## src/include/stu_pkg.sv

```systemverilog
// Purpose: shared constants and carrier types of the stencil test unit
// Assumes: 32-bit APB register bus, 8-bit stencil planes at most
// Notes:   register offsets are byte addresses, one aligned word each
package stu_pkg;

   // ----------------------------------------------------------------
   // widths
   // ----------------------------------------------------------------
   localparam int STU_DW = 32;
   localparam int STU_AW = 8;
   localparam int STU_PW = 8;
   localparam int STU_CW = 16;

   // ----------------------------------------------------------------
   // register offsets
   // ----------------------------------------------------------------
   localparam logic [STU_AW-1:0] STU_OFF_MODE = 8'h00;
   localparam logic [STU_AW-1:0] STU_OFF_DATA = 8'h04;
   localparam logic [STU_AW-1:0] STU_OFF_HOST = 8'h08;
   localparam logic [STU_AW-1:0] STU_OFF_WIN  = 8'h0C;
   localparam logic [STU_AW-1:0] STU_OFF_STAT = 8'h10;

   // ----------------------------------------------------------------
   // field positions
   // ----------------------------------------------------------------
   localparam int STU_MODE_EN_POS     = 0;
   localparam int STU_MODE_DPPASS_POS = 1;
   localparam int STU_MODE_DPFAIL_POS = 4;
   localparam int STU_MODE_SFAIL_POS  = 7;
   localparam int STU_MODE_FUNC_POS   = 10;
   localparam int STU_MODE_SRC_POS    = 13;
   localparam int STU_MODE_W4_POS     = 15;
   localparam int STU_MODE_BITS       = 16;

   localparam int STU_DATA_REF_POS    = 0;
   localparam int STU_DATA_CMASK_POS  = 8;
   localparam int STU_DATA_WMASK_POS  = 16;
   localparam int STU_DATA_FCVAL_POS  = 24;

   localparam int STU_WIN_FORCE_POS   = 0;
   localparam int STU_WIN_FCEN_POS    = 1;
   localparam int STU_WIN_DEPTHEN_POS = 2;
   localparam int STU_WIN_BITS        = 3;

   // ----------------------------------------------------------------
   // reset values
   // ----------------------------------------------------------------
   localparam logic [STU_DW-1:0] STU_MODE_RST = 32'h0000_0000;
   localparam logic [STU_DW-1:0] STU_DATA_RST = 32'h00FF_FF00;
   localparam logic [STU_DW-1:0] STU_HOST_RST = 32'h0000_0000;
   localparam logic [STU_DW-1:0] STU_WIN_RST  = 32'h0000_0000;

   // ----------------------------------------------------------------
   // encodings
   // ----------------------------------------------------------------
   typedef enum logic [2:0] {
      STU_F_NEVER, STU_F_LESS, STU_F_EQUAL, STU_F_LEQUAL,
      STU_F_GREATER, STU_F_NOTEQUAL, STU_F_GEQUAL, STU_F_ALWAYS
   } stu_func_t;

   typedef enum logic [2:0] {
      STU_OP_KEEP, STU_OP_ZERO, STU_OP_REPLACE, STU_OP_INCR, STU_OP_DECR, STU_OP_INVERT
   } stu_op_t;

   typedef enum logic [1:0] {
      STU_SRC_TEST, STU_SRC_HOST, STU_SRC_COPY, STU_SRC_DEST
   } stu_src_t;

   // ----------------------------------------------------------------
   // carriers
   // ----------------------------------------------------------------
   typedef struct packed {
      logic              psel;
      logic              penable;
      logic              pwrite;
      logic [STU_AW-1:0] paddr;
      logic [STU_DW-1:0] pwdata;
   } stu_apb_req_t;

   typedef struct packed {
      logic              pready;
      logic              pslverr;
      logic [STU_DW-1:0] prdata;
   } stu_apb_rsp_t;

   typedef struct packed {
      logic              valid;
      logic              prior_ok;
      logic              depth_pass;
      logic              fc_pixel;
      logic [STU_PW-1:0] dest_val;
      logic [STU_PW-1:0] copy_val;
   } stu_frag_in_t;

   typedef struct packed {
      logic              valid;
      logic              alive;
      logic              plane_we;
      logic              force_update;
      logic [STU_PW-1:0] plane_val;
   } stu_frag_out_t;

endpackage

```

## src/hw/stu_plane_alu.sv

```systemverilog
// Purpose: stencil compare and update-operation arithmetic, purely combinational
// Assumes: buffered value already holds fast-clear substitution
// Notes:   4-bit width limits saturation and buffered value to the low nibble
`timescale 1ns/100ps
module stu_plane_alu (
   // test setup
   input  stu_pkg::stu_func_t         i_func,
   input  stu_pkg::stu_op_t           i_op_dppass,
   input  stu_pkg::stu_op_t           i_op_dpfail,
   input  stu_pkg::stu_op_t           i_op_sfail,
   input  logic                       i_width4,
   input  logic [stu_pkg::STU_PW-1:0] i_ref,
   input  logic [stu_pkg::STU_PW-1:0] i_cmp_mask,
   // fragment data
   input  logic [stu_pkg::STU_PW-1:0] i_buf,
   input  logic                       i_depth_pass,
   // results
   output logic                       o_pass,
   output logic [stu_pkg::STU_PW-1:0] o_result
);
   import stu_pkg::*;

   logic [STU_PW-1:0] m_ref;
   logic [STU_PW-1:0] m_buf;
   logic [STU_PW-1:0] lim;
   logic [STU_PW-1:0] buf_l;
   stu_op_t           op;

   always_comb begin
      m_ref = i_ref & i_cmp_mask;
      m_buf = i_buf & i_cmp_mask;
      lim   = i_width4 ? 8'h0F : 8'hFF;
      buf_l = i_buf & lim;
      // reference sits on the left: less means reference below buffer
      case (i_func)
         STU_F_NEVER:    o_pass = 1'b0;
         STU_F_LESS:     o_pass = m_ref <  m_buf;
         STU_F_EQUAL:    o_pass = m_ref == m_buf;
         STU_F_LEQUAL:   o_pass = m_ref <= m_buf;
         STU_F_GREATER:  o_pass = m_ref >  m_buf;
         STU_F_NOTEQUAL: o_pass = m_ref != m_buf;
         STU_F_GEQUAL:   o_pass = m_ref >= m_buf;
         default:        o_pass = 1'b1;
      endcase
      if (!o_pass) begin
         op = i_op_sfail;
      end else if (i_depth_pass) begin
         op = i_op_dppass;
      end else begin
         op = i_op_dpfail;
      end
      case (op)
         STU_OP_KEEP:    o_result = buf_l;
         STU_OP_ZERO:    o_result = '0;
         STU_OP_REPLACE: o_result = i_ref & lim;
         STU_OP_INCR:    o_result = (buf_l >= lim) ? lim : STU_PW'(buf_l + 1'b1);
         STU_OP_DECR:    o_result = (buf_l == '0) ? '0 : STU_PW'(buf_l - 1'b1);
         STU_OP_INVERT:  o_result = ~buf_l & lim;
         default:        o_result = buf_l;
      endcase
   end

endmodule

```

## src/hw/stu_top.sv

```systemverilog
// Purpose: stencil test stage of the fragment pipeline with APB registers
// Assumes: fragments arrive one per cycle with no back-pressure
// Notes:   one register stage of latency; clock enable freezes everything
`timescale 1ns/100ps
module stu_top (
   // clock, reset, enable
   input  logic                   i_clk_sys,
   input  logic                   i_arst_n,
   input  logic                   i_ce,
   // register bus
   input  stu_pkg::stu_apb_req_t  i_apb,
   output stu_pkg::stu_apb_rsp_t  o_apb,
   // fragment stream
   input  stu_pkg::stu_frag_in_t  i_frag,
   output stu_pkg::stu_frag_out_t o_frag
);
   import stu_pkg::*;

   // ----------------------------------------------------------------
   // state
   // ----------------------------------------------------------------
   typedef struct packed {
      logic [STU_DW-1:0] mode;
      logic [STU_DW-1:0] data;
      logic [STU_DW-1:0] host;
      logic [STU_DW-1:0] win;
      logic [STU_CW-1:0] pass_cnt;
      logic [STU_CW-1:0] kill_cnt;
      stu_apb_rsp_t      apb;
      stu_frag_out_t     frag;
   } stu_state_t;

   localparam stu_state_t STU_ST_RST = '{
      mode:     STU_MODE_RST,
      data:     STU_DATA_RST,
      host:     STU_HOST_RST,
      win:      STU_WIN_RST,
      pass_cnt: '0,
      kill_cnt: '0,
      apb:      '0,
      frag:     '0
   };

   stu_state_t st_r;
   stu_state_t st_nxt;

   // ----------------------------------------------------------------
   // decoded configuration
   // ----------------------------------------------------------------
   logic              cfg_en;
   logic              cfg_w4;
   stu_func_t         cfg_func;
   stu_op_t           cfg_dppass;
   stu_op_t           cfg_dpfail;
   stu_op_t           cfg_sfail;
   stu_src_t          cfg_src;
   logic [STU_PW-1:0] cfg_ref;
   logic [STU_PW-1:0] cfg_cmask;
   logic [STU_PW-1:0] cfg_wmask;
   logic [STU_PW-1:0] cfg_fcval;
   logic              cfg_force;
   logic              cfg_fcen;
   logic              cfg_depthen;

   assign cfg_en      = st_r.mode[STU_MODE_EN_POS];
   assign cfg_w4      = st_r.mode[STU_MODE_W4_POS];
   assign cfg_func    = stu_func_t'(st_r.mode[STU_MODE_FUNC_POS +: 3]);
   assign cfg_dppass  = stu_op_t'(st_r.mode[STU_MODE_DPPASS_POS +: 3]);
   assign cfg_dpfail  = stu_op_t'(st_r.mode[STU_MODE_DPFAIL_POS +: 3]);
   assign cfg_sfail   = stu_op_t'(st_r.mode[STU_MODE_SFAIL_POS +: 3]);
   assign cfg_src     = stu_src_t'(st_r.mode[STU_MODE_SRC_POS +: 2]);
   assign cfg_ref     = st_r.data[STU_DATA_REF_POS +: STU_PW];
   assign cfg_cmask   = st_r.data[STU_DATA_CMASK_POS +: STU_PW];
   assign cfg_wmask   = st_r.data[STU_DATA_WMASK_POS +: STU_PW];
   assign cfg_fcval   = st_r.data[STU_DATA_FCVAL_POS +: STU_PW];
   assign cfg_force   = st_r.win[STU_WIN_FORCE_POS];
   assign cfg_fcen    = st_r.win[STU_WIN_FCEN_POS];
   assign cfg_depthen = st_r.win[STU_WIN_DEPTHEN_POS];

   // ----------------------------------------------------------------
   // stencil arithmetic
   // ----------------------------------------------------------------
   logic [STU_PW-1:0] buf_val;
   logic              depth_ok;
   logic              test_pass;
   logic [STU_PW-1:0] test_result;

   // fast-cleared pixels have no valid stencil in memory yet
   assign buf_val  = (cfg_fcen && i_frag.fc_pixel) ? cfg_fcval : i_frag.dest_val;
   assign depth_ok = !cfg_depthen || i_frag.depth_pass;

   stu_plane_alu u_alu (
      .i_func       (cfg_func),
      .i_op_dppass  (cfg_dppass),
      .i_op_dpfail  (cfg_dpfail),
      .i_op_sfail   (cfg_sfail),
      .i_width4     (cfg_w4),
      .i_ref        (cfg_ref),
      .i_cmp_mask   (cfg_cmask),
      .i_buf        (buf_val),
      .i_depth_pass (depth_ok),
      .o_pass       (test_pass),
      .o_result     (test_result)
   );

   // ----------------------------------------------------------------
   // new value selection and plane masking
   // ----------------------------------------------------------------
   logic [STU_PW-1:0] src_val;
   logic [STU_PW-1:0] new_val;

   always_comb begin
      case (cfg_src)
         STU_SRC_TEST: src_val = test_result;
         STU_SRC_HOST: src_val = st_r.host[STU_PW-1:0];
         STU_SRC_COPY: src_val = i_frag.copy_val;
         STU_SRC_DEST: src_val = buf_val;
         default:      src_val = test_result;
      endcase
      new_val = (src_val & cfg_wmask) | (buf_val & ~cfg_wmask);
   end

   // ----------------------------------------------------------------
   // register access decode
   // ----------------------------------------------------------------
   logic              apb_setup;
   logic              apb_done;
   logic              addr_hit;
   logic [STU_DW-1:0] rd_word;

   assign apb_setup = i_apb.psel && !i_apb.penable;
   assign apb_done  = i_apb.psel && i_apb.penable && st_r.apb.pready;

   always_comb begin
      addr_hit = 1'b1;
      rd_word  = '0;
      case (i_apb.paddr)
         STU_OFF_MODE: rd_word = {{(STU_DW-STU_MODE_BITS){1'b0}}, st_r.mode[STU_MODE_BITS-1:0]};
         STU_OFF_DATA: rd_word = st_r.data;
         STU_OFF_HOST: rd_word = st_r.host;
         STU_OFF_WIN:  rd_word = {{(STU_DW-STU_WIN_BITS){1'b0}}, st_r.win[STU_WIN_BITS-1:0]};
         STU_OFF_STAT: rd_word = {st_r.kill_cnt, st_r.pass_cnt};
         default:      addr_hit = 1'b0;
      endcase
   end

   // ----------------------------------------------------------------
   // fragment outcome
   // ----------------------------------------------------------------
   logic tested;
   logic keep_frag;
   logic write_plane;

   // a fragment already rejected upstream is carried along but never tested
   assign tested      = i_frag.valid && i_frag.prior_ok && cfg_en && !cfg_force;
   assign keep_frag   = i_frag.prior_ok && (cfg_force || !cfg_en || test_pass);
   assign write_plane = i_frag.valid && (cfg_force || (cfg_en && i_frag.prior_ok));

   // ----------------------------------------------------------------
   // next state
   // ----------------------------------------------------------------
   always_comb begin
      st_nxt = st_r;

      // bus answer: ready in the first access cycle, zero wait states
      st_nxt.apb.pready = apb_setup;
      if (apb_setup) begin
         st_nxt.apb.pslverr = !addr_hit;
         st_nxt.apb.prdata  = (addr_hit && !i_apb.pwrite) ? rd_word : '0;
      end else if (apb_done) begin
         st_nxt.apb.pslverr = 1'b0;
         st_nxt.apb.prdata  = '0;
      end

      // fragment result, one cycle behind the input
      st_nxt.frag.valid        = i_frag.valid;
      st_nxt.frag.alive        = i_frag.valid && keep_frag;
      st_nxt.frag.plane_we     = write_plane;
      st_nxt.frag.force_update = i_frag.valid && cfg_force;
      st_nxt.frag.plane_val    = new_val;

      // outcome counters saturate rather than wrap so software sees overflow
      if (tested && test_pass && st_r.pass_cnt != '1) begin
         st_nxt.pass_cnt = STU_CW'(st_r.pass_cnt + 1'b1);
      end
      if (tested && !test_pass && st_r.kill_cnt != '1) begin
         st_nxt.kill_cnt = STU_CW'(st_r.kill_cnt + 1'b1);
      end

      // register writes; a status write clears counters but a same-cycle
      // event still counts, so it is never lost
      if (apb_done && i_apb.pwrite && addr_hit) begin
         case (i_apb.paddr)
            STU_OFF_MODE: st_nxt.mode = {{(STU_DW-STU_MODE_BITS){1'b0}}, i_apb.pwdata[STU_MODE_BITS-1:0]};
            STU_OFF_DATA: st_nxt.data = i_apb.pwdata;
            STU_OFF_HOST: st_nxt.host = i_apb.pwdata;
            STU_OFF_WIN:  st_nxt.win  = {{(STU_DW-STU_WIN_BITS){1'b0}}, i_apb.pwdata[STU_WIN_BITS-1:0]};
            STU_OFF_STAT: begin
               st_nxt.pass_cnt = STU_CW'(tested && test_pass);
               st_nxt.kill_cnt = STU_CW'(tested && !test_pass);
            end
            default: st_nxt = st_nxt;
         endcase
      end
   end

   // ----------------------------------------------------------------
   // state register
   // ----------------------------------------------------------------
   always_ff @(posedge i_clk_sys or negedge i_arst_n) begin
      if (!i_arst_n) begin
         st_r <= STU_ST_RST;
      end else if (i_ce) begin
         st_r <= st_nxt;
      end
   end

   // ----------------------------------------------------------------
   // outputs
   // ----------------------------------------------------------------
   assign o_apb  = st_r.apb;
   assign o_frag = st_r.frag;

endmodule

```

## config.mk

```make
export PLATFORM = sky130hd
export DESIGN_NAME = stu_top
export DESIGN_NICKNAME = d
export VERILOG_FILES = /design/src/include/stu_pkg.sv /design/src/hw/stu_plane_alu.sv /design/src/hw/stu_top.sv
export SDC_FILE = /design/constraint.sdc
export NUM_CORES = 1
export LEC_CHECK = 0
export BUFFER_PORTS_ARGS = -buffer_cell sky130_fd_sc_hd__clkbuf_2
export CORE_UTILIZATION = 35
export CTS_CLUSTER_SIZE = 24
export DETAILED_ROUTE_END_ITERATION = 7
export PLACE_DENSITY_LB_ADDON = 0.1
export SYNTH_ARGS = -nofsm -noshare
export SYNTH_HDL_FRONTEND = slang
export SYNTH_HIERARCHICAL = 1
export SYNTH_SLANG_ARGS = --single-unit
```

## constraint.sdc

```tcl
create_clock -name i_clk_sys -period 4.2 [get_ports i_clk_sys]
set_input_delay 1.05 -clock i_clk_sys [delete_from_list [all_inputs] [get_ports i_clk_sys]]
set_output_delay 1.05 -clock i_clk_sys [all_outputs]
set_load 0.005 [all_outputs]
```

======== After elaboration in Yosys (flattened, before gate mapping) ========
Index checks and enable logic that the tools add are counted.
storage, ports and cells
  bits in registers ....................... 161
  bits of input ports ..................... 66
  output and inout bits ................... 46
  word-level logic and storage cells ...... 112
cells by class
  add/subtract/negate cells ............... 4
  magnitude comparators ................... 5
  equality and inequality tests ........... 22
  multiplexer cells ....................... 18
  bitwise logic cells ..................... 10
  reduce and logical (&&, ||, !) cells .... 39
operator list
  kind                                            count
  one-hot mux 32 bit (5 select lines)             1
  2-to-1 mux 78 bit                               1
  2-to-1 mux 33 bit                               2
  2-to-1 mux 32 bit                               2
  AND 8 bit                                       7
  one-hot mux 8 bit (5 select lines)              1
  adder 16 x 1 -> 16 bit (second input constant)  2
  2-to-1 mux 16 bit                               2
  2-to-1 mux 8 bit                                4
  inequality test 16 bit (second input constant)  2
  one-hot mux 8 bit (4 select lines)              1
  logical AND 1 bit                               19
  == test 8 x 4 -> 1 bit (second input constant)  2
  greater-or-equal comparator 8 bit               2
  logical NOT 8 bit                               2
  NOT 8 bit                                       2
  == test 3 bit (second input constant)           5
  == test 3 x 2 -> 1 bit (second input constant)  4
  AND reduction 3 bit                             4
  adder 8 x 1 -> 8 bit (second input constant)    1
  == test 8 x 3 -> 1 bit (second input constant)  1
  == test 8 x 5 -> 1 bit (second input constant)  1
  == test 8 bit                                   1
  > comparator 8 bit                              1
  16 further kinds                                28

======== Longest topological paths before layout ========
Gate-level depths: netlist of the first run.
  depth after elaboration ................. 12
  depth in mapped cells ................... 18
  depth with buffers taken out ............ 17

======== By module ========
Netlist of the first run, hierarchy kept.
by module, submodules not included
  module         times used  cells each  area each (um^2)  sequential area each (um^2)
  stu_top        1           760         8130.3            4048.9
  stu_plane_alu  1           195         1326.3            0.0

======== Worst setup path before layout of the first run ========
No wires, ideal clock.
  kind .................................... input-to-reg
  start ................................... input i_frag[16] in the netlist's numbering
  end ..................................... register st_r[61] in the netlist's numbering
  library setup time ...................... 121 ps
  arrival ................................. 4275 ps
  required time ........................... 4079 ps
  setup slack ............................. -196 ps
  cell stages on the path ................. 16
  path buffers ............................ 1
  path through ............................ nand2_1 mux2_2 clkbuf_1 nand2_1 ha_1 nand4_1 nor2_2 mux2_4 o21a_4 nor2_8 inv_6 nor3b_1 nand4_1 nor4_1 xnor2_1 nor2_1
between the ends
  cells in the longest elaborated chain, start to end .. 11
  elaborated cells on any way between the ends .. 16
  classes of those cells .................. order compare: 4; eq/ne: 2; mux: 5; bitwise: 1; reduce/logical: 4
RTL lines
  element                                                    line                 source
  from (decl)                                                stu_top.sv:14        input stu_pkg::stu_frag_in_t i_frag,
  logical AND 1 bit (*)                                      stu_top.sv:89        assign buf_val = (cfg_fcen && i_frag.fc_pixel) ? cfg_fcval : i_frag.dest_val;
  2-to-1 mux 8 bit (*)                                       stu_top.sv:89
  named net buf_val[5]                                       stu_top.sv:83        logic [STU_PW-1:0] buf_val;
  AND 8 bit (*)                                              stu_plane_alu.sv:31  m_buf = i_buf & i_cmp_mask;
  greater-or-equal comparator 8 bit (tied with other cells)  stu_plane_alu.sv:42  STU_F_GEQUAL: o_pass = m_ref >= m_buf;
  one-hot mux 1 bit (7 select lines) (*)                     stu_plane_alu.sv:35  case (i_func)
  named net test_pass                                        stu_top.sv:85        logic test_pass;
  logical NOT 1 bit (*)                                      n/a
  logical AND 1 bit (*) (2 in a row)                         stu_top.sv:186       if (tested && !test_pass && st_r.kill_cnt != '1) begin
  2-to-1 mux 16 bit (*)                                      stu_top.sv:186
  2-to-1 mux 32 bit                                          stu_top.sv:193       case (i_apb.paddr)
  2-to-1 mux 78 bit (*)                                      stu_top.sv:192       if (apb_done && i_apb.pwrite && addr_hit) begin
  to (signal assigned)                                       stu_top.sv:214       st_r <= st_nxt;
  to (decl)                                                  stu_top.sv:44        stu_state_t st_r;
The timed path passes the listed nets; every way through them passes the cells marked *.
A chain may end at the register's enable or synchronous reset.

======== Worst setup path after layout of the first run ========
  start ................................... input i_frag[16] in the netlist's numbering
  end ..................................... register st_r, in the netlist o_frag[7]
between the ends
  cells in the longest elaborated chain, start to end .. 12
  elaborated cells on any way between the ends .. 31
  classes of those cells .................. add/sub: 2; order compare: 5; eq/ne: 7; mux: 8; bitwise: 7; reduce/logical: 2
RTL lines
  element                                                    line                 source
  logical AND 1 bit (*)                                      stu_top.sv:89
  2-to-1 mux 8 bit (*)                                       stu_top.sv:89
  named net buf_val[3]                                       stu_top.sv:83
  AND 8 bit                                                  stu_plane_alu.sv:31
  greater-or-equal comparator 8 bit (tied with other cells)  stu_plane_alu.sv:42
  one-hot mux 1 bit (7 select lines)                         stu_plane_alu.sv:35
  2-to-1 mux 3 bit                                           stu_plane_alu.sv:45  if (!o_pass) begin
  == test 3 bit (tied with other cells)                      stu_plane_alu.sv:52  case (op)
  one-hot mux 8 bit (5 select lines) (*)                     stu_plane_alu.sv:52
  named net test_result[7]                                   stu_top.sv:86        logic [STU_PW-1:0] test_result;
  one-hot mux 8 bit (4 select lines) (*)                     stu_top.sv:113       case (cfg_src)
  AND 8 bit (*)                                              stu_top.sv:120       new_val = (src_val & cfg_wmask) | (buf_val & ~cfg_wmask);
  bitwise OR 8 bit (*)                                       stu_top.sv:120
  2-to-1 mux 78 bit (*)                                      stu_top.sv:192
Marked as above.

==> load_flow_metrics.sql, run 1 <==
INSERT INTO impl_metrics (metric_group, metric, value, unit) VALUES
('timing', 'worstMarginPinSlew', '955', 'ps'),
('run_status', 'violations_in_the_final_reports', 'DRC', ''),
('yosys', 'synth_enable_flop_cells', '0', ''),
('critical_path', 'worst-path-max-fanout', '7', ''),
('yosys', 'yosysMostFrequentCell', 'sky130_fd_sc_hd__dfrtp_1', ''),
('detailed_routing', 'postRouteAntennaNets', '0', ''),
('clocking', 'postCtsSetupBuffers', '0', ''),
('detailed_routing', 'drt-initial-drc-count', '549', ''),
('detailed_routing', 'wl_per_cell', '21.1', 'microns'),
('critical_path', 'worst_path_max_delay_cell', 'sky130_fd_sc_hd__mux2_4', ''),
('run_status', 'status', 'complete, but fails checks', ''),
('critical_path', 'cp.arrival', '4280', 'ps'),
('yosys', 'synthesis.area_per_instance', '9.90', 'sq um'),
('die', 'initial_util', '36.0', '%'),
('yosys', 'yosysTopAreaCell', 'sky130_fd_sc_hd__dfrtp_1', ''),
('clocking', 'numCtsBuffers', '17', ''),
('grt', 'via_count_of_the_first_global_routing_pass', '7578', ''),
('finish', 'multi_input_area', '0.00483', 'sq mm'),
('power_and_ir_drop', 'vdd_ir_drop_max', '0.214', 'mV'),
('finish', 'post_route_cells_drive_above_1_share', '33.2', '%'),
('timing', 'unrepaired_setup_endpoints_after_global_routing', 'no', ''),
('clocking', 'cts.path.max_buffers', '2', ''),
('die', 'floorplan.rows', '59', ''),
('critical_path', 'cp_endpoint_kind', 'flip-flop', ''),
('yosys', 'synthArstFlopShare', '100', '%'),
('grt', 'grt_first_pass_wirelength', '45900', 'microns'),
('critical_path', 'critical_path_required', '4570', 'ps'),
('critical_path', 'critical_path.n_buffers_inverters', '2', ''),
('critical_path', 'worstSetupStartpointType', 'primary input', ''),
('power_and_ir_drop', 'pd_cells', '308', 'mW/mm^2'),
('detailed_routing', 'drt_drc_violations_left', '5', ''),
('die', 'vert_die_dim', '166', 'microns'),
('yosys', 'netlist_area', '0.00946', 'sq mm'),
('detailed_routing', 'drt_first_pass_iters', '8', ''),
('clocking', 'cts_resized', '0', ''),
('yosys', 'synth.top_cells.by_area', 'sky130_fd_sc_hd__dfrtp_1 38%, sky130_fd_sc_hd__mux2_2 11%, sky130_fd_sc_hd__dfstp_2 4.4%, sky130_fd_sc_hd__buf_4 3.7%, sky130_fd_sc_hd__nand2_1 3.4%', ''),
('yosys', 'synth_fp_nets', '1033', ''),
('grt', 'grt.total_usage', '21.8', '%'),
('grt', 'grt_max_degree', '75', ''),
('place', 'place_congestion', '0.912', ''),
('job', 'maxCapViolations', '0', ''),
('critical_path', 'path_cells', 'clkbuf_2, nand2_2, buf_4, mux2_2, nand2_1, ha_1, nand4_1, nor2_2, mux2_4, o21a_4, nor3_2, or2_1, o211ai_1, a22oi_1, mux2i_1, o21ai_0, a22oi_1, a21oi_1', ''),
('detailed_routing', 'viasPerCell', '5.48', ''),
('timing', 'postLayoutSetupSlackWorst', '288', 'ps'),
('critical_path', 'critical_path.top_delay_family', 'simple AND/OR/NAND/NOR gates', ''),
('clocking', 'tritoncts', 'yes', ''),
('yosys', 'yosysUniqueCellTypes', '75', ''),
('critical_path', 'timing.critical_path.mode_cell', 'sky130_fd_sc_hd__a22oi_1', ''),
('timing', 'setup_viol_count_final', '0', ''),
('finish', 'syn2layout_area_growth', '15.8', '%'),
('timing', 'slew_headroom', '36.2', '%'),
('critical_path', 'reg2reg_depth', '16', ''),
('critical_path', 'slowest_delay', '330', 'ps'),
('yosys', 'share_of_synthesized_area_occupied_by_flip_flops_and_latches', '42.8', '%'),
('clocking', 'path_clk_slew', '70', 'ps'),
('place', 'io_buffer_count', '111', ''),
('die', 'num_io_pins', '112', ''),
('clocking', 'clock_tree.htree_level_count', '4', ''),
('grt', 'number_of_antenna_violations_at_the_first_check_in_global_routing', '0', ''),
('critical_path', 'setup.reg_to_reg.worst_slack', '580', 'ps'),
('finish', 'antenna_cells_inserted', '0', ''),
('die', 'design.core.area', '0.0263', 'sq mm'),
('grt', 'grt_overflow_total', '0', ''),
('place', 'place_hpwl', '22200', 'microns'),
('finish', 'final_nets', '1123', ''),
('critical_path', 'critical_path_class', 'primary input to flip-flop', ''),
('timing', 'finClkSkew', '11.9', 'ps'),
('min_path', 'timing.hold.worst.class', 'flip-flop to flip-flop', ''),
('yosys', 'ys_seq_elements', '161', ''),
('clocking', 'clock-root-buffer', 'sky130_fd_sc_hd__clkbuf_16', ''),
('timing', 'slew_violations', '0', '');
==> final timing paths <==
kind / end / start
setup / recovery: o_frag[7]$_DFFE_PN0P_ / i_frag[16]
hold / removal: o_apb[2]$_DFFE_PN0P_ / o_apb[2]$_DFFE_PN0P_
setup reg to reg: o_frag[7]$_DFFE_PN0P_ / cfg_fcen$_DFFE_PN0P_
hold reg to reg: o_apb[2]$_DFFE_PN0P_ / o_apb[2]$_DFFE_PN0P_
max in group asynchronous: cfg_wmask[0]$_DFFE_PN1P_ / i_arst_n
min in group asynchronous: st_r[118]$_DFFE_PN0P_ / i_arst_n
==> worst register-to-register path: stages, from the launching register on <==
cell,delay [ps]
sky130_fd_sc_hd__dfrtp_1,420
sky130_fd_sc_hd__nand2_2,110
sky130_fd_sc_hd__mux2_2,350
sky130_fd_sc_hd__and2_1,160
sky130_fd_sc_hd__ha_1,270
sky130_fd_sc_hd__nand4_1,120
sky130_fd_sc_hd__nor2_2,170
sky130_fd_sc_hd__mux2_4,330
sky130_fd_sc_hd__o21a_4,150
sky130_fd_sc_hd__nor3_2,270
sky130_fd_sc_hd__or2_1,300
sky130_fd_sc_hd__o211ai_1,140
sky130_fd_sc_hd__a22oi_1,160
sky130_fd_sc_hd__mux2i_1,100
sky130_fd_sc_hd__o21ai_0,230
sky130_fd_sc_hd__a22oi_1,130
sky130_fd_sc_hd__a21oi_1,150
==> registers in the layout, indices dropped and copies added, names as in the netlist, 8 cells and up <==
signal / cells
o_frag: 12
st_r: 64
cfg_cmask: 8
o_apb: 34
cfg_wmask: 8
cfg_ref: 8
cfg_fcval: 8
==> power breakdown <==
group,internal (uW),switching [uW]
Sequential,1560,11.2
Clock,855,730
Combinational,75.2,137
==> logic make-up after synthesis <==
group	count (synthesis)	synth area share (%)
flops	161	42.8
fa+ha+maj	12	1.59
mux	125	14.9
compound gates	227	16.0
xor+xnor	26	2.41
simple gates	292	15.6
buf+inv	112	6.59
==> through the flow <==
step	setup TNS [ps]	instances	hold WS [ps]	cell area, sq um	util [%]
2_1_floorplan	0	955	451	9490	-
5_1_grt	0	1393	516	10900	41.7
3_5_place_dp	-1430	1361	473	10400	39.4
6_report	0	1393	480	10900	41.7
4_1_cts	0	1393	489	10900	41.7
3_3_place_gp	-700	1361	465	10400	39.4
==> layout make-up <==
cell class | instances | area share (%)
Clock inverter | 14 | 1.34
Inverter | 16 | 0.594
Multi-Input combinational cell | 682 | 44.2
Clock buffer | 18 | 4.01
Tap cell | 335 | 3.83
Timing Repair Buffer | 167 | 9.09
Sequential cell | 161 | 37.0
==> layout by cell type, fill, tap and decap left out, types with 20 or more instances in the layout <==
master and count:
sky130_fd_sc_hd__a21oi_1 47, sky130_fd_sc_hd__nand2_1 84, sky130_fd_sc_hd__o22ai_1 20, sky130_fd_sc_hd__dfrtp_1 145
sky130_fd_sc_hd__buf_4 55, sky130_fd_sc_hd__mux2i_1 24, sky130_fd_sc_hd__nor3_1 20, sky130_fd_sc_hd__nor2_1 61
sky130_fd_sc_hd__o21ai_0 50, sky130_fd_sc_hd__nand3_1 31, sky130_fd_sc_hd__clkbuf_2 110, sky130_fd_sc_hd__a22oi_1 42
sky130_fd_sc_hd__xnor2_1 20, sky130_fd_sc_hd__mux2_2 95
==> per-layer routing <==
| metal | wire [microns] | GRT usage, % |
|---|---|---|
| met5 | 0 | 0 |
| met4 | 670 | 6.68 |
| met3 | 1410 | 3.67 |
| met2 | 13400 | 33.7 |
| met1 | 13900 | 31.1 |
Note: power is estimated with default switching activity, not from simulation.
==> inputs of run 2 (changes only) <==
--- a/config.mk
+++ b/config.mk
@@ -5,11 +5,12 @@
 export SDC_FILE = /design/constraint.sdc
 export NUM_CORES = 1
 export LEC_CHECK = 0
-export BUFFER_PORTS_ARGS = -buffer_cell sky130_fd_sc_hd__clkbuf_2
+export BUFFER_PORTS_ARGS = -buffer_cell sky130_fd_sc_hd__buf_2
 export CORE_UTILIZATION = 35
 export CTS_CLUSTER_SIZE = 24
 export DETAILED_ROUTE_END_ITERATION = 7
 export PLACE_DENSITY_LB_ADDON = 0.1
+export RECOVER_POWER = 50
 export SYNTH_ARGS = -nofsm -noshare
 export SYNTH_HDL_FRONTEND = slang
 export SYNTH_HIERARCHICAL = 1
==> run 2 against run 1 <==
Against the previous run: the flow finishes with violations (DRC, capacitance limit, slew limit); register-to-register slack is essentially flat; flip-flop and latch count is the same; sequential power is essentially flat; global-route usage about the same; setup slack worse by 19 ps; die area unchanged; clock skew is 6.5 ps higher.
==> load_flow_metrics.sql, run 2 (synthesis gave the netlist of run 1 again) <==
INSERT INTO impl_metrics (metric_group, metric, value, unit) VALUES
('run_status', 'status', 'complete, but fails checks', ''),
('run_status', 'violations_in_the_final_reports', 'DRC, capacitance limit, slew limit', ''),
('clocking', 'numCtsBuffers', '17', ''),
('critical_path', 'timing.rr.start', 'cfg_fcen$_DFFE_PN0P_', ''),
('critical_path', 'setup.reg_to_reg.worst_slack', '590', 'ps'),
('grt', 'grt_first_pass_wirelength', '45900', 'microns'),
('timing', 'period_minus_slack', '3930', 'ps'),
('critical_path', 'rr_endpoint', 'o_frag[6]$_DFFE_PN0P_', ''),
('critical_path', 'cp.arrival', '4230', 'ps'),
('power_and_ir_drop', 'vdd_ir_drop_max', '0.159', 'mV'),
('grt', 'number_of_antenna_violations_at_the_first_check_in_global_routing', '0', ''),
('finish', 'post_route_cells_drive_above_1_share', '32.8', '%'),
('min_path', 'holdCritStartpoint', 'o_apb[20]$_DFFE_PN0P_', ''),
('timing', 'slew_headroom', '-29.7', '%'),
('min_path', 'whs_path_depth', '2', ''),
('clocking', 'cts.path.max_buffers', '2', ''),
('die', 'design.core.area', '0.0263', 'sq mm'),
('die', 'floorplan.die_area', '0.0277', 'sq mm'),
('detailed_routing', 'drt-initial-drc-count', '555', ''),
('finish', 'syn2layout_area_growth', '15.7', '%'),
('finish', 'antenna_cells_inserted', '0', ''),
('grt', 'm3_gr_usage', '3.60', '%'),
('finish', 'registers.top_by_ff_count', 'st_r', ''),
('clocking', 'cts_resized', '0', ''),
('critical_path', 'worst-path-max-fanout', '5', ''),
('clocking', 'cts-hold-fix-buffers', '0', ''),
('critical_path', 'cp_endpoint_kind', 'flip-flop', ''),
('clocking', 'clock_tree.htree_level_count', '4', ''),
('die', 'initial_util', '36.0', '%'),
('critical_path', 'reg2reg_depth', '18', ''),
('grt', 'via_count_of_the_first_global_routing_pass', '7506', ''),
('critical_path', 'critical_path_class', 'primary input to flip-flop', ''),
('finish', 'most-common-layout-cells', '145 x sky130_fd_sc_hd__dfrtp_1, 103 x sky130_fd_sc_hd__buf_2, 95 x sky130_fd_sc_hd__mux2_2', ''),
('power_and_ir_drop', 'leakage', '0.00490', 'uW'),
('job', 'maxCapViolations', '3', ''),
('finish', 'final_nets', '1129', ''),
('finish', 'layout.filler_cells', '2619', ''),
('detailed_routing', 'wl_per_cell', '21.1', 'microns'),
('clocking', 'clock-root-buffer', 'sky130_fd_sc_hd__clkbuf_16', ''),
('timing', 'clock.fmax', '0.254', 'GHz'),
('timing', 'unrepaired_setup_endpoints_after_global_routing', 'no', ''),
('clocking', 'insertion_delay', '440', 'ps'),
('clocking', 'path_clk_slew', '70', 'ps'),
('finish', 'final_common_cell', 'sky130_fd_sc_hd__dfrtp_1', ''),
('detailed_routing', 'viasPerCell', '5.48', ''),
('place', 'dp_worst_setup_slack', '-162', 'ps'),
('die', 'num_io_pins', '112', ''),
('min_path', 'worstHoldEndpoint', 'o_apb[20]$_DFFE_PN0P_', ''),
('timing', 'slew_violations', '170', ''),
('finish', 'fin_area', '0.0109', 'sq mm'),
('grt', 'grt_util_met1', '31.1', '%'),
('grt', 'grt.total_usage', '21.8', '%'),
('grt', 'grt-busiest-layer', 'met2', ''),
('min_path', 'timing.hold.worst.class', 'flip-flop to flip-flop', ''),
('grt', 'global_route.usage.met2', '34.0', '%'),
('die', 'die_w', '166', 'microns'),
('die', 'vert_die_dim', '166', 'microns'),
('detailed_routing', 'drt_drc_violations_left', '5', ''),
('critical_path', 'critical_path_required', '4500', 'ps'),
('grt', 'grt_max_degree', '78', ''),
('finish', 'largest_register_ff_count', '64', ''),
('critical_path', 'crit_path_start', 'i_frag[16]', ''),
('timing', 'postLayoutSetupSlackWorst', '268', 'ps'),
('detailed_routing', 'totalWireLength', '29600', 'microns'),
('power_and_ir_drop', 'pd_cells', '304', 'mW/mm^2'),
('finish', 'finalNonFillerCells', '1399', ''),
('die', 'floorplan.rows', '59', ''),
('place', 'placedInstanceArea', '0.0104', 'sq mm'),
('grt', 'grt_overflow_total', '0', ''),
('timing', 'finClkSkew', '18.4', 'ps'),
('timing', 'worstMarginPinSlew', '1940', 'ps'),
('place', 'place_hpwl', '22300', 'microns'),
('timing', 'hold_viol', '0', ''),
('place', 'placed_cells_incl_taps', '1367', ''),
('detailed_routing', 'detailroute.via_count', '7660', ''),
('detailed_routing', 'postRouteAntennaNets', '0', ''),
('clocking', 'cts_sinks', '161', ''),
('clocking', 'tritoncts', 'yes', ''),
('timing', 'finalCritPeriodShare', '93.6', '%'),
('finish', 'finalCoreUtilization', '41.6', '%'),
('place', 'place_congestion', '0.892', ''),
('timing', 'setup_viol_count_final', '0', ''),
('place', 'io_buffer_count', '111', ''),
('critical_path', 'worstSetupStartpointType', 'primary input', ''),
('clocking', 'postCtsSetupBuffers', '0', ''),
('detailed_routing', 'drt_first_pass_iters', '7', '');
## run 2: cell count changes in the layout (fill, tap and decap cells not counted), sizes merged
cell,change
buf,+105
clkinv,-2
inv,+1
clkinvlp,+2
clkbuf,-100
## run 2: stage by stage
| step | power (uW) | setup TNS (ps) | hold WS (ps) |
|---|---|---|---|
| floorplan | 1700 | 0 | 451 |
| global placement | 1820 | -921 | 462 |
| detailed placement | 1820 | -1330 | 466 |
| CTS | 3380 | 0 | 483 |
| global route | 3460 | 0 | 516 |
| finish | 3330 | 0 | 481 |
## run 2: where the power goes
part	switching, uW	internal, uW
logic	136	72.2
registers	10.2	1560
clock network	714	834
## run 2: critical path, cell delays in order
cell                        delay (ps)
sky130_fd_sc_hd__buf_2             100
sky130_fd_sc_hd__nand2_2            80
sky130_fd_sc_hd__buf_4             170
sky130_fd_sc_hd__mux2_2            240
sky130_fd_sc_hd__nand2_1            60
sky130_fd_sc_hd__ha_1              290
sky130_fd_sc_hd__nand4_1           150
sky130_fd_sc_hd__nor2_2            190
sky130_fd_sc_hd__mux2_4            320
sky130_fd_sc_hd__o21a_4            150
sky130_fd_sc_hd__nor2_8            130
sky130_fd_sc_hd__buf_4             130
sky130_fd_sc_hd__mux2i_1           100
sky130_fd_sc_hd__a221o_1           340
sky130_fd_sc_hd__a2bb2oi_2         160
sky130_fd_sc_hd__mux2i_1           180
sky130_fd_sc_hd__o21ai_0           100
sky130_fd_sc_hd__a22oi_1           200
sky130_fd_sc_hd__a21oi_1            90
## run 2: area by class of cell
| type | instances | area [sq um] | share of cell area, % |
|---|---|---|---|
| Sequential cell | 161 | 4050 | 37.0 |
| Multi-Input combinational cell | 682 | 4830 | 44.2 |
| Clock buffer | 17 | 425 | 3.89 |
| Inverter | 16 | 65.1 | 0.595 |
| Tap cell | 335 | 419 | 3.83 |
| Clock inverter | 15 | 146 | 1.34 |
| Timing Repair Buffer | 173 | 1000 | 9.17 |
## run 2: per-layer routing
layer  vias up  part of all wire [%]
li1       3652                     -
met3        25                   4.8
met4         0                   1.6
met5         -                     0
met1      3786                    47
met2       197                    46
## run 2: how the worst max path moves through the flow
stage,slack [ps],to,depth (start not counted)
floorplan,80,st_r[61]$_DFFE_PN0P_,15
global placement,-140,o_frag[6]$_DFFE_PN0P_,18
detailed placement,-160,o_frag[6]$_DFFE_PN0P_,18
CTS,300,o_frag[6]$_DFFE_PN0P_,18
global route,60,o_frag[3]$_DFFE_PN0P_,20
finish,270,o_frag[6]$_DFFE_PN0P_,19
==> inputs of run 3 (changes only) <==
--- a/config.mk
+++ b/config.mk
@@ -6,6 +6,8 @@
 export NUM_CORES = 1
 export LEC_CHECK = 0
 export BUFFER_PORTS_ARGS = -buffer_cell sky130_fd_sc_hd__buf_2
+export CELL_PAD_IN_SITES_DETAIL_PLACEMENT = 0
+export CELL_PAD_IN_SITES_GLOBAL_PLACEMENT = 1
 export CORE_UTILIZATION = 35
 export CTS_CLUSTER_SIZE = 24
 export DETAILED_ROUTE_END_ITERATION = 7
==> run 3 against run 2 <==
Against the previous run: the flow still finishes with violations (DRC, capacitance limit, slew limit); setup slack worse by 27 ps; maximum frequency fell by 0.68%; design area is 0.23% higher; first-iteration DRC count increased by 1.3%; flip-flop and latch count did not move; combinational power grew 2%; register-to-register slack got worse by 100 ps; utilization is 0.095 points higher; critical path type unchanged; highest routed layer unchanged.
==> load_flow_metrics.sql, run 3 (synthesis gave the netlist of run 1 again) <==
INSERT INTO impl_metrics (metric_group, metric, value, unit) VALUES
('clocking', 'path_clk_slew', '80', 'ps'),
('power_and_ir_drop', 'combinational_power_share', '6.3', '%'),
('critical_path', 'cp.arrival', '4260', 'ps'),
('power_and_ir_drop', 'share_seq_of_total_power', '46.2', '%'),
('critical_path', 'worstSetupStartpointType', 'primary input', ''),
('detailed_routing', 'drt_drc_violations_left', '5', ''),
('finish', 'registers.top_by_ff_count', 'st_r', ''),
('finish', 'fin_area', '0.0110', 'sq mm'),
('die', 'design.core.area', '0.0263', 'sq mm'),
('finish', 'largest_register_ff_count', '64', ''),
('finish', 'antenna_cells_inserted', '0', ''),
('clocking', 'cts.path.max_buffers', '2', ''),
('die', 'floorplan.rows', '59', ''),
('die', 'initial_util', '36.0', '%'),
('finish', 'finalNonFillerCells', '1396', ''),
('timing', 'finalCritPeriodShare', '94.3', '%'),
('critical_path', 'crit_path_start', 'i_frag[16]', ''),
('timing', 'worstMarginPinSlew', '1710', 'ps'),
('detailed_routing', 'drt_first_pass_iters', '7', ''),
('die', 'vert_die_dim', '166', 'microns'),
('clocking', 'cts-hold-fix-buffers', '0', ''),
('grt', 'grt.total_usage', '22.6', '%'),
('run_status', 'violations_in_the_final_reports', 'DRC, capacitance limit, slew limit', ''),
('clocking', 'insertion_delay', '430', 'ps'),
('detailed_routing', 'totalWireLength', '30600', 'microns'),
('critical_path', 'worst-path-max-fanout', '10', ''),
('place', 'placed_cells_incl_taps', '1363', ''),
('power_and_ir_drop', 'cellInternalPower', '2500', 'uW'),
('grt', 'grt_max_degree', '66', ''),
('clocking', 'tritoncts', 'yes', ''),
('timing', 'finClkSkew', '12.4', 'ps'),
('grt', 'via_count_of_the_first_global_routing_pass', '7564', ''),
('timing', 'slew_headroom', '-14.0', '%'),
('timing', 'setup_viol_count_final', '0', ''),
('critical_path', 'timing.rr.start', 'cfg_fcen$_DFFE_PN0P_', ''),
('finish', 'syn2layout_area_growth', '16.0', '%'),
('grt', 'grt_first_pass_wirelength', '47300', 'microns'),
('critical_path', 'cp_endpoint_kind', 'flip-flop', ''),
('place', 'place_hpwl', '23100', 'microns'),
('die', 'die_w', '166', 'microns'),
('min_path', 'timing.hold.worst.class', 'flip-flop to flip-flop', ''),
('detailed_routing', 'viasPerCell', '5.57', ''),
('power_and_ir_drop', 'clock_power_share', '47.5', '%'),
('place', 'place_congestion', '0.882', ''),
('power_and_ir_drop', 'pd_cells', '310', 'mW/mm^2'),
('power_and_ir_drop', 'totalPowerFinal', '3400', 'uW'),
('finish', 'most-common-layout-cells', '145 x sky130_fd_sc_hd__dfrtp_1, 104 x sky130_fd_sc_hd__buf_2, 95 x sky130_fd_sc_hd__mux2_2', ''),
('place', 'placedInstanceArea', '0.0104', 'sq mm'),
('run_status', 'status', 'complete, but fails checks', ''),
('finish', 'finalCoreUtilization', '41.7', '%'),
('critical_path', 'critical_path_class', 'primary input to flip-flop', ''),
('die', 'num_io_pins', '112', ''),
('finish', 'post_route_cells_drive_above_1_share', '33.1', '%'),
('finish', 'final_common_cell', 'sky130_fd_sc_hd__dfrtp_1', ''),
('clocking', 'cts_sinks', '161', ''),
('min_path', 'holdCritStartpoint', 'o_apb[19]$_DFFE_PN0P_', ''),
('finish', 'layout.filler_cells', '2621', ''),
('timing', 'final.hold.worst_slack', '480', 'ps'),
('finish', 'final_nets', '1126', ''),
('detailed_routing', 'detailroute.via_count', '7775', ''),
('die', 'floorplan.die_area', '0.0277', 'sq mm'),
('timing', 'slew_violations', '128', ''),
('clocking', 'clock-root-buffer', 'sky130_fd_sc_hd__clkbuf_16', ''),
('clocking', 'numCtsBuffers', '17', ''),
('power_and_ir_drop', 'vdd_ir_drop_max', '0.212', 'mV'),
('grt', 'number_of_antenna_violations_at_the_first_check_in_global_routing', '0', ''),
('grt', 'grt_overflow_total', '0', ''),
('critical_path', 'critical_path_required', '4500', 'ps'),
('place', 'io_buffer_count', '111', ''),
('timing', 'period_minus_slack', '3960', 'ps'),
('timing', 'hold_viol', '0', ''),
('power_and_ir_drop', 'power.share.switching', '26.4', '%'),
('power_and_ir_drop', 'total_switching_power', '899', 'uW'),
('detailed_routing', 'wl_per_cell', '21.9', 'microns'),
('clocking', 'clock_tree.htree_level_count', '4', ''),
('detailed_routing', 'drt-initial-drc-count', '562', ''),
('detailed_routing', 'postRouteAntennaNets', '0', ''),
('power_and_ir_drop', 'leakage', '0.00491', 'uW'),
('timing', 'clock.fmax', '0.253', 'GHz'),
('job', 'maxCapViolations', '2', '');
## run 3: cell count changes in the layout (fill, tap and decap cells not counted), sizes merged
| cell | previous run | this run |
|---|---|---|
| clkinvlp | 3 | 1 |
| clkbuf | 28 | 27 |
| clkinv | 3 | 0 |
| buf | 162 | 161 |
| inv | 24 | 28 |
## run 3: worst paths after layout
path	slack, ps	end	cells after the start
hold reg to reg	480	o_apb[19]$_DFFE_PN0P_	2
hold / removal	480	o_apb[19]$_DFFE_PN0P_	2
setup / recovery	240	o_frag[2]$_DFFE_PN0P_	18
max in group asynchronous	770	o_frag[11]$_DFFE_PN0P_	2
setup reg to reg	490	o_frag[2]$_DFFE_PN0P_	17
min in group asynchronous	1040	cfg_src[1]$_DFFE_PN0P_	1
## run 3: metal layers
metal,GRT usage (%),part of all wire [%],vias to the layer above
li1,-,-,3655
met1,33.3,49,3882
met2,34.5,46,209
met3,3.34,4.2,29
met4,6.04,1.5,0
met5,0,0,-
## run 3: power groups by stage
stage	logic, uW	clock network [uW]	registers [uW]
6_report	214	1620	1570
5_1_grt	235	1720	1570
4_1_cts	220	1650	1570
3_5_place_dp	220	0	1600
3_3_place_gp	222	0	1600
2_1_floorplan	98.6	0	1600
## run 3: per-stage QoR
step           setup TNS (ps)  setup WS (ps)
2_1_floorplan               0           84.6
3_3_place_gp            -2820           -189
3_5_place_dp            -3260           -238
4_1_cts                     0            209
5_1_grt                 -6.31          -6.31
6_report                    0            241
## run 3: layout make-up
| cell class | instances | area [sq um] | share of cell area (%) |
|---|---|---|---|
| Clock inverter | 14 | 158 | 1.44 |
| Sequential cell | 161 | 4050 | 36.9 |
| Multi-Input combinational cell | 682 | 4850 | 44.2 |
| Timing Repair Buffer | 170 | 986 | 8.99 |
| Inverter | 16 | 65.1 | 0.593 |
| Tap cell | 335 | 419 | 3.82 |
| Clock buffer | 18 | 439 | 4.00 |
## run 3: what timing repair did
item	4_1_cts	5_1_grt
resized for setup	0	5
endpoints found under the hold margin	0	0
setup buffers	0	1
endpoints found under the setup margin	0	4
## run 3: critical path, cell delays in order
cell and delay, ps:
sky130_fd_sc_hd__buf_2 110, sky130_fd_sc_hd__nand2_4 110, sky130_fd_sc_hd__mux2_2 370, sky130_fd_sc_hd__and2_1 160, sky130_fd_sc_hd__ha_1 270, sky130_fd_sc_hd__nand4_1 130, sky130_fd_sc_hd__nor2_2 180, sky130_fd_sc_hd__mux2_4 330
sky130_fd_sc_hd__o21a_4 150, sky130_fd_sc_hd__nor2_8 130, sky130_fd_sc_hd__inv_6 80, sky130_fd_sc_hd__mux2i_4 240, sky130_fd_sc_hd__a221oi_2 290, sky130_fd_sc_hd__o211ai_1 120, sky130_fd_sc_hd__mux2i_1 140, sky130_fd_sc_hd__o21ai_0 90
sky130_fd_sc_hd__a22oi_1 200, sky130_fd_sc_hd__a21oi_1 90
